`src/sds_pkg.sv`:
```
package sds_pkg;

    // ****************************************************************
    // Register word indices on the plain register port.
    // ****************************************************************
    localparam logic [3:0] REG_CONFIG   = 4'h0;
    localparam logic [3:0] REG_VELOCITY = 4'h1;
    localparam logic [3:0] REG_CURRENT  = 4'h2;
    localparam logic [3:0] REG_STATUS   = 4'h3;

    // ****************************************************************
    // Field positions.
    // ****************************************************************
    localparam int CFG_DOUBLE_EDGE   = 0;
    localparam int CFG_PIN_DISABLE   = 1;
    localparam int CFG_CHOP_CYCLE    = 2;
    localparam int CFG_PDN_DISABLE   = 3;
    localparam int CFG_MRES_LSB      = 4;
    localparam int CFG_STILL_LSB     = 8;
    localparam int CUR_RUN_LSB       = 0;
    localparam int CUR_HOLD_LSB      = 8;
    localparam int CUR_DELAY_LSB     = 16;
    localparam int CUR_DECAY_LSB     = 24;
    localparam int STA_EXT_CLK       = 16;
    localparam int STA_SERIAL_EN     = 17;
    localparam int STA_STANDSTILL    = 18;
    localparam int STA_POWER_ON      = 19;

    // ****************************************************************
    // Values after reset.
    // ****************************************************************
    localparam logic [4:0] RST_RUN_SCALE   = 5'h1F;
    localparam logic [4:0] RST_HOLD_SCALE  = 5'h10;
    localparam logic [7:0] RST_DELAY       = 8'h14;
    localparam logic [3:0] RST_DECAY       = 4'h2;
    localparam logic [3:0] RST_MRES        = 4'h0;
    localparam logic [9:0] RST_POSITION    = 10'h000;

    // ****************************************************************
    // Timing: the clock rate, the units of the standstill timers and the external clock timeout.
    // ****************************************************************
    localparam int CLK_HZ           = 10_000_000;
    localparam int DELAY_UNIT_US    = 100;
    localparam int DELAY_UNIT_CYC   = (DELAY_UNIT_US * (CLK_HZ / 1_000_000));
    localparam int DECAY_UNIT_US    = 10;
    localparam int DECAY_UNIT_CYC   = (DECAY_UNIT_US * (CLK_HZ / 1_000_000));
    localparam int EXT_TIMEOUT_CYC  = 32;

    // Resolution codes: step size is 1 << code, code 8 is a fullstep.
    localparam logic [3:0] MRES_FULL = 4'h8;

    typedef enum logic [1:0]
    {
        STILL_REDUCE,
        STILL_FREEWHEEL,
        STILL_BRAKE,
        STILL_RESERVED
    } sds_still_t;

endpackage

```
`src/sds_sequencer.sv`:
```
`timescale 1ns/1ps
// How it works
// - Rising step edges count, both if selected
// - Direction sampled at each active step edge
// - Direction low counts up, high counts down
// - Fullstep through 256 microsteps per fullstep
// - Table maps position to sine, cosine currents
// - Internal generator; velocity sign picks direction
// - New velocity applies at once, host ramps
// - External step edges count only while velocity is zero
// - Index pulse once per four fullsteps
// - Position is zero after reset
// - Powerdown pin low enables standstill reduction
// - Standstill current slightly above half run
// - Hold level, delay, decay are configurable
// - Freewheel or passive brake at standstill
// - External clock timeout falls back internal
// - First good frame enables serial; pins lockable
// - Baud detection lies outside this block
// - Four node addresses share one bus
// - Cycle chopper by pin or configuration
// - Pins 00,01,10,11 give 1/8,1/32,1/64,1/16
// - Disable pin high floats the power stage
module sds_sequencer
#(
    parameter int VEL_W       = 24,
    parameter int EXT_TIMEOUT = sds_pkg::EXT_TIMEOUT_CYC
)
(
    input  wire logic              ref_clk,
    input  wire logic              sys_rst,
    input  wire logic              step_in,
    input  wire logic              dir_in,
    input  wire logic              powerdown_serial_pin,
    input  wire logic              driver_disable_n,
    input  wire logic              resolution_select_0,
    input  wire logic              resolution_select_1,
    input  wire logic              chopper_select_pin,
    input  wire logic              ext_clk_in,
    input  wire logic [1:0]        bus_node,
    input  wire logic [3:0]        bus_addr,
    input  wire logic [31:0]       bus_wdata,
    input  wire logic              bus_wr,
    input  wire logic              bus_rd,
    output logic      [31:0]       bus_rdata,
    output logic signed [8:0]      coil_a_current,
    output logic signed [8:0]      coil_b_current,
    output logic                   index_out,
    output logic                   power_stage_on,
    output logic                   coil_freewheel,
    output logic                   coil_brake,
    output logic                   chopper_cycle_mode,
    output logic                   clock_source_ext,
    output logic      [9:0]        microstep_position
);

    // ****************************************************************
    // Elaboration checks.
    // ****************************************************************
    if (VEL_W < 8 || VEL_W > 31)
    begin : g_bad_vel
        $error("VEL_W must lie between 8 and 31");
    end
    if (EXT_TIMEOUT < 2 || EXT_TIMEOUT > 65535)
    begin : g_bad_tmo
        $error("EXT_TIMEOUT must lie between 2 and 65535");
    end

    // ****************************************************************
    // Quarter-wave sine table, 64 entries, full scale 248.
    // ****************************************************************
    localparam logic [7:0] SINE_TAB [64] = '{
        8'h00, 8'h06, 8'h0C, 8'h12, 8'h18, 8'h1E, 8'h24, 8'h2A,
        8'h30, 8'h36, 8'h3C, 8'h42, 8'h48, 8'h4E, 8'h54, 8'h59,
        8'h5F, 8'h64, 8'h6A, 8'h6F, 8'h74, 8'h7A, 8'h7F, 8'h84,
        8'h8A, 8'h8E, 8'h93, 8'h98, 8'h9C, 8'hA1, 8'hA6, 8'hAA,
        8'hAF, 8'hB3, 8'hB7, 8'hBB, 8'hBF, 8'hC3, 8'hC7, 8'hCA,
        8'hCE, 8'hD1, 8'hD4, 8'hD7, 8'hDA, 8'hDD, 8'hE0, 8'hE2,
        8'hE5, 8'hE7, 8'hE9, 8'hEB, 8'hED, 8'hEF, 8'hF1, 8'hF2,
        8'hF3, 8'hF4, 8'hF5, 8'hF6, 8'hF6, 8'hF7, 8'hF7, 8'hF8
    };

    // Signed wave value for a 10-bit electrical angle, scaled by (scale+1)/32.
    function automatic logic signed [8:0] wave(input logic [9:0] ang, input logic [4:0] scale);
        logic [7:0]  ph;
        logic [7:0]  mag;
        logic [12:0] prod;
        ph   = ang[8] ? (8'hFF - ang[7:0]) : ang[7:0];
        mag  = SINE_TAB[ph[7:2]];
        prod = 13'(mag) * 13'({1'b0, scale} + 6'h01);
        wave = ang[9] ? -$signed({1'b0, prod[12:5]}) : $signed({1'b0, prod[12:5]});
    endfunction

    // ****************************************************************
    // State.
    // ****************************************************************
    typedef struct packed
    {
        logic [1:0]         step_sync;
        logic [1:0]         dir_sync;
        logic [1:0]         pdn_sync;
        logic [1:0]         dis_sync;
        logic [1:0]         ms0_sync;
        logic [1:0]         ms1_sync;
        logic [1:0]         chop_sync;
        logic [1:0]         clk_sync;
        logic               step_last;
        logic               clk_last;
        logic [15:0]        clk_idle;
        logic               ext_ok;
        logic               serial_en;
        logic [11:0]        cfg;
        logic [VEL_W-1:0]   velocity;
        logic [31:0]        current;
        logic [VEL_W-1:0]   accum;
        logic [9:0]         position;
        logic [23:0]        still_cnt;
        logic               standstill;
        logic [4:0]         scale;
        logic [15:0]        decay_cnt;
        logic [31:0]        rdata;
        logic signed [8:0]  coil_a;
        logic signed [8:0]  coil_b;
        logic               index;
        logic               stage_on;
        logic               freewheel;
        logic               brake;
        logic               chop;
    } sds_state_t;

    sds_state_t st_reg;
    sds_state_t st_next;

    // ****************************************************************
    // Combinational next state.
    // ****************************************************************
    always_comb
    begin
        logic               step_edge;
        logic               ext_step;
        logic               int_step;
        logic               do_step;
        logic               step_down;
        logic [3:0]         mres;
        logic [9:0]         step_size;
        logic [VEL_W-1:0]   vel_mag;
        logic [VEL_W:0]     acc_sum;
        logic               node_hit;
        logic               pins_locked;
        logic               reduce_on;
        logic [4:0]         run_scale;
        logic [4:0]         hold_scale;
        logic [23:0]        delay_cyc;
        logic [15:0]        decay_cyc;
        logic [9:0]         new_pos;
        step_edge   = 1'b0;
        ext_step    = 1'b0;
        int_step    = 1'b0;
        do_step     = 1'b0;
        step_down   = 1'b0;
        mres        = sds_pkg::RST_MRES;
        step_size   = 10'h001;
        vel_mag     = '0;
        acc_sum     = '0;
        node_hit    = 1'b0;
        pins_locked = 1'b0;
        reduce_on   = 1'b0;
        run_scale   = '0;
        hold_scale  = '0;
        delay_cyc   = '0;
        decay_cyc   = '0;
        new_pos     = '0;
        st_next     = st_reg;

        // Every pin and the external clock pass two flip-flops first.
        st_next.step_sync = {st_reg.step_sync[0], step_in};
        st_next.dir_sync  = {st_reg.dir_sync[0], dir_in};
        st_next.pdn_sync  = {st_reg.pdn_sync[0], powerdown_serial_pin};
        st_next.dis_sync  = {st_reg.dis_sync[0], driver_disable_n};
        st_next.ms0_sync  = {st_reg.ms0_sync[0], resolution_select_0};
        st_next.ms1_sync  = {st_reg.ms1_sync[0], resolution_select_1};
        st_next.chop_sync = {st_reg.chop_sync[0], chopper_select_pin};
        st_next.clk_sync  = {st_reg.clk_sync[0], ext_clk_in};
        st_next.step_last = st_reg.step_sync[1];
        st_next.clk_last  = st_reg.clk_sync[1];

        // ************************************************************
        // External clock watchdog.
        // ************************************************************
        if (st_reg.clk_sync[1] != st_reg.clk_last)
        begin
            st_next.clk_idle = '0;
            st_next.ext_ok   = 1'b1;
        end
        else if (st_reg.clk_idle >= 16'(EXT_TIMEOUT - 1))
        begin
            st_next.ext_ok = 1'b0;
        end
        else
        begin
            st_next.clk_idle = st_reg.clk_idle + 16'h0001;
        end

        // ************************************************************
        // Register port. The select pins double as the node address.
        // ************************************************************
        pins_locked = st_reg.serial_en && st_reg.cfg[sds_pkg::CFG_PIN_DISABLE];
        node_hit    = (bus_node == {st_reg.ms1_sync[1], st_reg.ms0_sync[1]});
        st_next.rdata = '0;
        if (bus_wr && node_hit)
        begin
            st_next.serial_en = 1'b1;
            unique case (bus_addr)
                sds_pkg::REG_CONFIG:   st_next.cfg = bus_wdata[11:0];
                sds_pkg::REG_VELOCITY: st_next.velocity = bus_wdata[VEL_W-1:0];
                sds_pkg::REG_CURRENT:  st_next.current = bus_wdata;
                default:               st_next.serial_en = 1'b1;
            endcase
        end
        if (bus_rd && node_hit)
        begin
            unique case (bus_addr)
                sds_pkg::REG_CONFIG:   st_next.rdata = 32'(st_reg.cfg);
                sds_pkg::REG_VELOCITY: st_next.rdata = 32'(st_reg.velocity);
                sds_pkg::REG_CURRENT:  st_next.rdata = st_reg.current;
                sds_pkg::REG_STATUS:
                begin
                    st_next.rdata = 32'(st_reg.position);
                    st_next.rdata[sds_pkg::STA_EXT_CLK]    = st_reg.ext_ok;
                    st_next.rdata[sds_pkg::STA_SERIAL_EN]  = st_reg.serial_en;
                    st_next.rdata[sds_pkg::STA_STANDSTILL] = st_reg.standstill;
                    st_next.rdata[sds_pkg::STA_POWER_ON]   = st_reg.stage_on;
                end
                default:               st_next.rdata = '0;
            endcase
        end

        // ************************************************************
        // Resolution select.
        // ************************************************************
        if (pins_locked)
        begin
            mres = st_reg.cfg[sds_pkg::CFG_MRES_LSB +: 4];
            if (mres > sds_pkg::MRES_FULL)
            begin
                mres = sds_pkg::MRES_FULL;
            end
        end
        else
        begin
            unique case ({st_reg.ms1_sync[1], st_reg.ms0_sync[1]})
                2'b00: mres = 4'h5;
                2'b01: mres = 4'h3;
                2'b10: mres = 4'h2;
                2'b11: mres = 4'h4;
            endcase
        end
        step_size = 10'h001 << mres;

        // ************************************************************
        // Step sources.
        // ************************************************************
        step_edge = st_reg.cfg[sds_pkg::CFG_DOUBLE_EDGE]
                  ? (st_reg.step_sync[1] != st_reg.step_last)
                  : (st_reg.step_sync[1] && !st_reg.step_last);
        vel_mag = st_reg.velocity[VEL_W-1] ? (~st_reg.velocity + 1'b1) : st_reg.velocity;
        if (st_reg.velocity == '0)
        begin
            st_next.accum = '0;
            ext_step  = step_edge;
            step_down = st_reg.dir_sync[1];
        end
        else
        begin
            // Rate is clock * |velocity| / 2^VEL_W; the fractional part carries over.
            acc_sum       = {1'b0, st_reg.accum} + {1'b0, vel_mag};
            st_next.accum = acc_sum[VEL_W-1:0];
            int_step      = acc_sum[VEL_W];
            step_down     = st_reg.velocity[VEL_W-1];
        end
        do_step = ext_step || int_step;
        new_pos = step_down ? (st_reg.position - step_size) : (st_reg.position + step_size);
        if (do_step)
        begin
            st_next.position = new_pos;
        end

        // ************************************************************
        // Standstill handling.
        // ************************************************************
        run_scale  = st_reg.current[sds_pkg::CUR_RUN_LSB +: 5];
        hold_scale = st_reg.current[sds_pkg::CUR_HOLD_LSB +: 5];
        delay_cyc  = 24'(st_reg.current[sds_pkg::CUR_DELAY_LSB +: 8]) * 24'(sds_pkg::DELAY_UNIT_CYC);
        decay_cyc  = 16'(st_reg.current[sds_pkg::CUR_DECAY_LSB +: 4]) * 16'(sds_pkg::DECAY_UNIT_CYC);
        reduce_on  = !st_reg.pdn_sync[1]
                  && !(st_reg.serial_en && st_reg.cfg[sds_pkg::CFG_PDN_DISABLE]);
        if (do_step || !reduce_on)
        begin
            st_next.still_cnt  = '0;
            st_next.standstill = 1'b0;
            st_next.scale      = run_scale;
            st_next.decay_cnt  = '0;
        end
        else if (!st_reg.standstill)
        begin
            st_next.still_cnt = st_reg.still_cnt + 24'h000001;
            if (st_reg.still_cnt >= delay_cyc)
            begin
                st_next.standstill = 1'b1;
            end
        end
        else if (st_reg.scale > hold_scale)
        begin
            // Ramp down one scale step per decay interval to avoid a current jolt.
            if (st_reg.decay_cnt >= decay_cyc)
            begin
                st_next.decay_cnt = '0;
                st_next.scale     = st_reg.scale - 5'h01;
            end
            else
            begin
                st_next.decay_cnt = st_reg.decay_cnt + 16'h0001;
            end
        end
        else
        begin
            st_next.scale = hold_scale;
        end

        st_next.freewheel = st_reg.standstill
                         && (st_reg.cfg[sds_pkg::CFG_STILL_LSB +: 2] == 2'(sds_pkg::STILL_FREEWHEEL));
        st_next.brake     = st_reg.standstill
                         && (st_reg.cfg[sds_pkg::CFG_STILL_LSB +: 2] == 2'(sds_pkg::STILL_BRAKE));
        st_next.stage_on  = !st_reg.dis_sync[1];
        st_next.chop      = st_reg.cfg[sds_pkg::CFG_CHOP_CYCLE]
                         || (!pins_locked && st_reg.chop_sync[1]);

        // ************************************************************
        // Coil set-points and index.
        // ************************************************************
        st_next.coil_a = wave(st_reg.position, st_reg.scale);
        st_next.coil_b = wave(st_reg.position + 10'h100, st_reg.scale);
        st_next.index  = (st_reg.position < step_size);
    end

    // ****************************************************************
    // State register.
    // ****************************************************************
    always_ff @(posedge ref_clk)
    begin
        if (sys_rst)
        begin
            st_reg          <= '0;
            st_reg.position <= sds_pkg::RST_POSITION;
            st_reg.scale    <= sds_pkg::RST_RUN_SCALE;
            st_reg.current  <= {sds_pkg::RST_DECAY, 4'h0, sds_pkg::RST_DELAY, 3'h0,
                                sds_pkg::RST_HOLD_SCALE, 3'h0, sds_pkg::RST_RUN_SCALE};
            st_reg.cfg      <= {8'h00, sds_pkg::RST_MRES};
        end
        else
        begin
            st_reg <= st_next;
        end
    end

    assign bus_rdata          = st_reg.rdata;
    assign coil_a_current     = st_reg.coil_a;
    assign coil_b_current     = st_reg.coil_b;
    assign index_out          = st_reg.index;
    assign power_stage_on     = st_reg.stage_on;
    assign coil_freewheel     = st_reg.freewheel;
    assign coil_brake         = st_reg.brake;
    assign chopper_cycle_mode = st_reg.chop;
    assign clock_source_ext   = st_reg.ext_ok;
    assign microstep_position = st_reg.position;

endmodule

```
`config.mk`:
```
export PLATFORM = sky130hd
export DESIGN_NAME = sds_sequencer
export DESIGN_NICKNAME = d
export VERILOG_FILES = /design/src/sds_pkg.sv /design/src/sds_sequencer.sv
export SDC_FILE = /design/constraint.sdc
export NUM_CORES = 1
export LEC_CHECK = 0
export CAP_MARGIN = 20
export CORE_MARGIN = 4
export CORE_UTILIZATION = 49
export DETAILED_ROUTE_END_ITERATION = 8
export DONT_BUFFER_PORTS = 1
export PLACE_DENSITY_LB_ADDON = 0.12
export REMOVE_ABC_BUFFERS = 1
export SETUP_SLACK_MARGIN = 0.3
export SYNTH_ARGS = -nofsm -noshare
export SYNTH_HDL_FRONTEND = slang
export SYNTH_SLANG_ARGS = --single-unit
```
`constraint.sdc`:
```
create_clock -name ref_clk -period 6.5 [get_ports ref_clk]
set_input_delay 0.65 -clock ref_clk [delete_from_list [all_inputs] [get_ports ref_clk]]
set_output_delay 0.65 -clock ref_clk [all_outputs]
set_load 0.1 [all_outputs]
```
Word level (Yosys, flattened, before mapping)
Memory sizes are Yosys's and may differ from the RTL's.
Index checks and enable logic that the tools add are counted.
- input bits: 50
- memories: 2
- ROM bits: 1024
- bits in registers: 239
- memory list (memory ; words ; bits a word ; read ports ; clocked after memory_dff ; write ports ; line ; source):
    (no name shown) ; 64 ; 8 ; 1 ; 0 ; 0 ; sds_sequencer.sv:89 ; mag = SINE_TAB[ph[7:2]];
    (no name shown) ; 64 ; 8 ; 1 ; 0 ; 0 ; sds_sequencer.sv:89 ;
- bitwise gates (word level): 6
- add/sub/neg operators: 14
- eq/ne operators: 12
- multiply operators: 4
- shift-type cells: 1
- multiplexer cells: 28
- reduce and logical (&&, ||, !) cells: 34
- $lt $le $gt $ge: 8
- operators with widths (cell ; count):
    case mux 32 bit (4 select lines) ; 1
    two-way mux 8 bit ; 8
    adder 24 x 1 -> 24 bit, second input constant ; 2
    two-way mux 21 bit ; 2
    adder 16 x 1 -> 16 bit, second input constant ; 2
    two-way mux 16 bit ; 2
    adder 24 x 24 -> 25 bit ; 1
    >= comparator 24 x 18 -> 1 bit ; 1
    logical NOT 24 bit ; 1
    two-way mux 24 bit ; 1
    NOT 24 bit ; 1
    negation 8 -> 9 bit ; 2
    >= comparator 16 x 11 -> 1 bit ; 1
    >= comparator 16 x 5 -> 1 bit, second input constant ; 1
    case mux 4 bit (4 select lines) ; 1
    subtractor 8 bit, first input constant ; 2
    multiplier 8 x 7 -> 15 bit, second input constant ; 1
    >= comparator 7 bit, second input constant ; 2
    NOT 6 -> 7 bit ; 2
    multiplier 8 x 13 -> 13 bit ; 1
    multiplier 8 x 6 -> 13 bit ; 1
    OR reduction 2 bit ; 6
    adder 10 bit ; 1
    adder 10 x 9 -> 10 bit, second input constant ; 1
    27 further kinds ; 63

Logic depth before layout (Yosys ltp)
- depth in word-level cells: 10
- depth in mapped cells: 36
- mapped depth without buffers: 30

Worst setup path before layout
Ideal clock, no wire load.
- path type: reg-to-reg
- start point: register st_reg (netlist bit microstep_position[8])
- end point: register st_reg (netlist bit coil_b_current[6])
- stages on the path, launching flop included: 31
- arrival time: 6.955 ns
- setup slack: -0.588 ns
- data required time: 6.367 ns
- path buffers: 6
- library setup time: 0.133 ns
- cell sequence: dfxtp_1 -> buf_6 -> buf_6 -> buf_6 -> buf_2 -> buf_2 -> xor2_1 -> inv_1 -> ha_1 -> nand2b_1 -> mux4_2 -> o211a_1 -> o311a_1 -> nand2_1 -> nor2_1 -> fa_1 -> inv_1 -> fa_1 -> fa_1 -> inv_1 -> ha_1 -> or2_2 -> a21o_1 -> a21oi_1 -> or3_1 -> buf_2 -> nor2_1 -> or4_1 -> a21oi_1 -> or3_1 -> a21oi_1
- word-level cells in the longest chain between the ends: 9
- ends and longest elaborated chain (what ; line ; source):
    start: declaration ; sds_sequencer.sv:131 ; sds_state_t st_reg;
    start signal: assignment ; sds_sequencer.sv:362 ; st_reg <= st_next;
    adder 10 x 9 -> 10 bit * ; sds_sequencer.sv:342 ; st_next.coil_b = wave(st_reg.position + 10'h100, st_reg.scale);
    two-way mux 8 bit ; sds_sequencer.sv:88 ; ph = ang[8] ? (8'hFF - ang[7:0]) : ang[7:0];
    NOT 6 -> 7 bit (not written as such) ; sds_sequencer.sv:89 ;
    memory read (64 x 8 bit) ; -- ;
    two-way mux 8 bit (not written as such) (2 in a row) ; sds_sequencer.sv:89 ;
    multiplier 8 x 6 -> 13 bit ; sds_sequencer.sv:90 ; prod = 13'(mag) * 13'({1'b0, scale} + 6'h01);
    negation 8 -> 9 bit ; sds_sequencer.sv:91 ; wave = ang[9] ? -$signed({1'b0, prod[12:5]}) : $signed({1'b0, prod[12:5]});
    two-way mux 8 bit * ; sds_sequencer.sv:91 ;
Mark *: on every way between the ends. The rest lies on a longest branch, timed or not. The select of a mux whose other input is x is not followed.
A chain may end at the register's enable or synchronous reset.

Worst setup path in the final report
Same ends and word-level chain as after synthesis.

==> reports/results.ini <==
[setup_path]
critical_path.startpoint = microstep_position[8]$_SDFFE_PP0P_
cpPeakStageDelay_ns = 0.55
worst-path-stages = 24
cpMaxStageDelayCell = fa_1
end_kind = flip-flop
reg2reg_depth = 24
arrival_ns = 6.54
cp_cell_sequence = xor2_4, buf_6, ha_4, nand2b_1, mux4_2, o211a_1, o311a_1, nand2_2, nor2_2, fa_1, inv_1, fa_1, fa_1, inv_1, ha_4, or2_2, a21o_1, a21oi_1, or3_4, nor2_1, or4_1, a21oi_2, o21ai_0, a21oi_1
crit_top_cell = fa_1
path_delay_family = adder cells
crit_path_end = coil_b_current[6]$_SDFF_PP0_
start_kind = flip-flop
r2r_slack_ns = 0.45
rr_startpoint = microstep_position[8]$_SDFFE_PP0P_
cp.required_ns = 6.99
critPathKind = reg -> reg
r2r_end = coil_b_current[6]$_SDFF_PP0_
cp_num_buf_inv = 3
cp_max_fo = 6

[global_routing]
grt.total_usage = 0.246
antenna_found_initial = 1
grt_max_degree = 120
grt_pass1_wl_um = 83500
grt_overflow = 0
grt_pass1_vias = 15600

[pwr]
pwr-share-comb = 0.429
power_density_nw_per_um2 = 297
ir_worst_vdd_v = 0.000234
p_int_mw = 3.59
seqPwrFrac = 0.304
p_sw_frac = 0.421
power.leakage_nw = 8.89
power.switching_mw = 2.61
p_clk_frac = 0.267

[yosys]
avgSynthCellArea_sq_um = 8.07
synth_flop_cell = dfxtp_1
synth_edf_count = 0
ys_seq_elements = 239
synthCells = 2334
syn-cell-area_sq_um = 18800
synth.distinct_cells = 85
ys_warn_count = 0
synthArstFlopShare = 0
yosysSeqAreaShare = 0.254

[route]
wire_per_inst_um = 18.5
ant_nets = 0
firstDrtPassIters = 5
vias = 15800
dr.first_iter.drc_count = 850
route.detailed.drc = 0
wl_um = 52000
via_per_inst = 5.61

[sta]
setup_viol = 0
fmaxAchievable_mhz = 165
hold_viol = 0
fin_tns_setup_ns = 0
worst-slew-pin-transition_ns = 1.08
fin_crit_sh = 0.931
fin_crit_ns = 6.05
finClkSkew_ns = 0.0270
slew_violations = 0
slew-limit-headroom = 0.281
rsz0062_at_grt = yes

[clock_tree]
cts.sinks = 239
cts_buffers = 28
cts_tree = yes
max-clock-path-buffers = 3
path_clk_slew_ns = 0.06
cts-root-buf = clkbuf_16
clk_latency_ns = 0.58
h-tree-depth = 1
cts-hold-fix-buffers = 0

[flow_run]
maxCapViolCount = 0

[layout]
stdcell_area_sq_um = 20900
largest_reg_flops = 163
final_cells = 2817
layout-area-overhead-vs-synth_pct = 10.9
n_fill_cell = 3617
antenna_cells = 0
nNetsFinal = 2591
fin_util = 0.553
mostFrequentLayoutCell = nor2_1
drive_above_1_share = 0.119
layout_common_cells = nor2_1, nand2_1, dfxtp_1, inv_1, a21oi_1

[placement]
io_buffers = 0
placedCellCount = 2746
hpwlAfterDp_um = 38500
place_congestion = 0.905
placed_cell_area_sq_um = 19100

[die]
die_w_um = 204
dieHeight_um = 204
ios = 116
die_area_sq_um = 41600
rows = 71
start_util = 0.499
core-area_sq_um = 37800

[min_path]
hp-class = in -> reg
hold-path-cell-count = 1

[outcome]
outcome = finished clean

## per-stage QoR
step	setup WS [ns]	power, mW	hold slack, ns
final	0.448	6.20	0.134
after floorplan	-1.49	3.65	0.365
after detailed placement	0.0361	4.31	0.370
after global routing	0.226	6.61	0.111
after CTS	0.308	6.06	0.112
after global placement	0.129	4.29	0.373
## worst reg2reg max path, stage by stage, from the launching register on
cell      delay [ns]
dfxtp_4         0.41
xor2_4          0.18
buf_6           0.16
ha_4            0.29
nand2b_1        0.06
mux4_2          0.52
o211a_1         0.14
o311a_1         0.38
nand2_2         0.12
nor2_2          0.05
fa_1            0.53
inv_1           0.05
fa_1            0.46
fa_1            0.55
inv_1           0.07
ha_4            0.25
or2_2           0.28
a21o_1          0.19
a21oi_1         0.15
or3_4           0.18
nor2_1          0.08
or4_1           0.49
a21oi_2         0.18
o21ai_0         0.09
a21oi_1         0.14
## cells in the mapped netlist, types with 54 or more instances
master | n | area [sq um]
buf_4 | 60 | 450
fa_1 | 71 | 1420
xor2_1 | 69 | 604
dfxtp_1 | 239 | 4780
a21oi_1 | 179 | 896
xnor2_1 | 92 | 806
inv_1 | 192 | 721
nor2_1 | 242 | 908
o21ai_0 | 70 | 350
nand3_1 | 54 | 270
ha_1 | 185 | 2310
nand2_1 | 234 | 878
clkbuf_1 | 85 | 319
## what timing repair did
| action | 4_1_cts | 5_1_grt |
|---|---|---|
| resized for setup | 28 | 84 |
| pin swaps | 1 | 38 |
| gates cloned | 1 | 3 |
| endpoints found under the setup margin | 10 | 14 |
| setup buffers | 2 | 13 |
## routing by layer
| metal | track usage | wire, um | vias to the layer above |
|---|---|---|---|
| met5 | 0 | 13 | - |
| met4 | 0.0754 | 1860 | 2 |
| met3 | 0.0468 | 3110 | 106 |
| met2 | 0.421 | 24700 | 417 |
| met1 | 0.316 | 22400 | 7526 |
| li1 | - | - | 7755 |
## power by group through the flow
stage,logic (mW),registers [mW],clock network [mW]
4_1_cts,2.47,1.88,1.70
3_3_place_gp,2.37,1.92,0
3_5_place_dp,2.39,1.91,0
2_1_floorplan,1.70,1.95,0
5_1_grt,2.96,1.89,1.75
6_report,2.66,1.89,1.65
## worst min-delay path by stage
stage | to | startpoint
after global routing | st_reg[180]$_SDFFE_PP0P_ | sys_rst
final | st_next[221]$_SDFF_PP0_ | sys_rst
after CTS | st_next[221]$_SDFF_PP0_ | sys_rst
after floorplan | power_stage_on$_SDFF_PP0_ | st_reg[232]$_SDFF_PP0_
after detailed placement | power_stage_on$_SDFF_PP0_ | st_reg[232]$_SDFF_PP0_
after global placement | power_stage_on$_SDFF_PP0_ | st_reg[232]$_SDFF_PP0_
## layout make-up
cell class / instances / area (sq um) / area share
clock buffer: 34 / 773 / 0.0370
clock inverter: 17 / 211 / 0.0101
inverter: 194 / 732 / 0.0350
multi-input combinational: 1727 / 12900 / 0.617
sequential: 239 / 4800 / 0.230
tap: 511 / 639 / 0.0306
timing repair buffer: 95 / 833 / 0.0399
## cells by family (layout without fill, tap and decap cells)
kind of cell,after synthesis,count (layout),synth area share
buf+inv,369,340,0.0892
xor+xnor,161,161,0.0749
other cells,1,2,0.000199
flops,239,239,0.254
fa+ha+maj,256,256,0.198
mux,23,23,0.0143
simple gates,793,793,0.199
compound gates,492,492,0.170
Note: power is estimated with default switching activity, not from simulation.
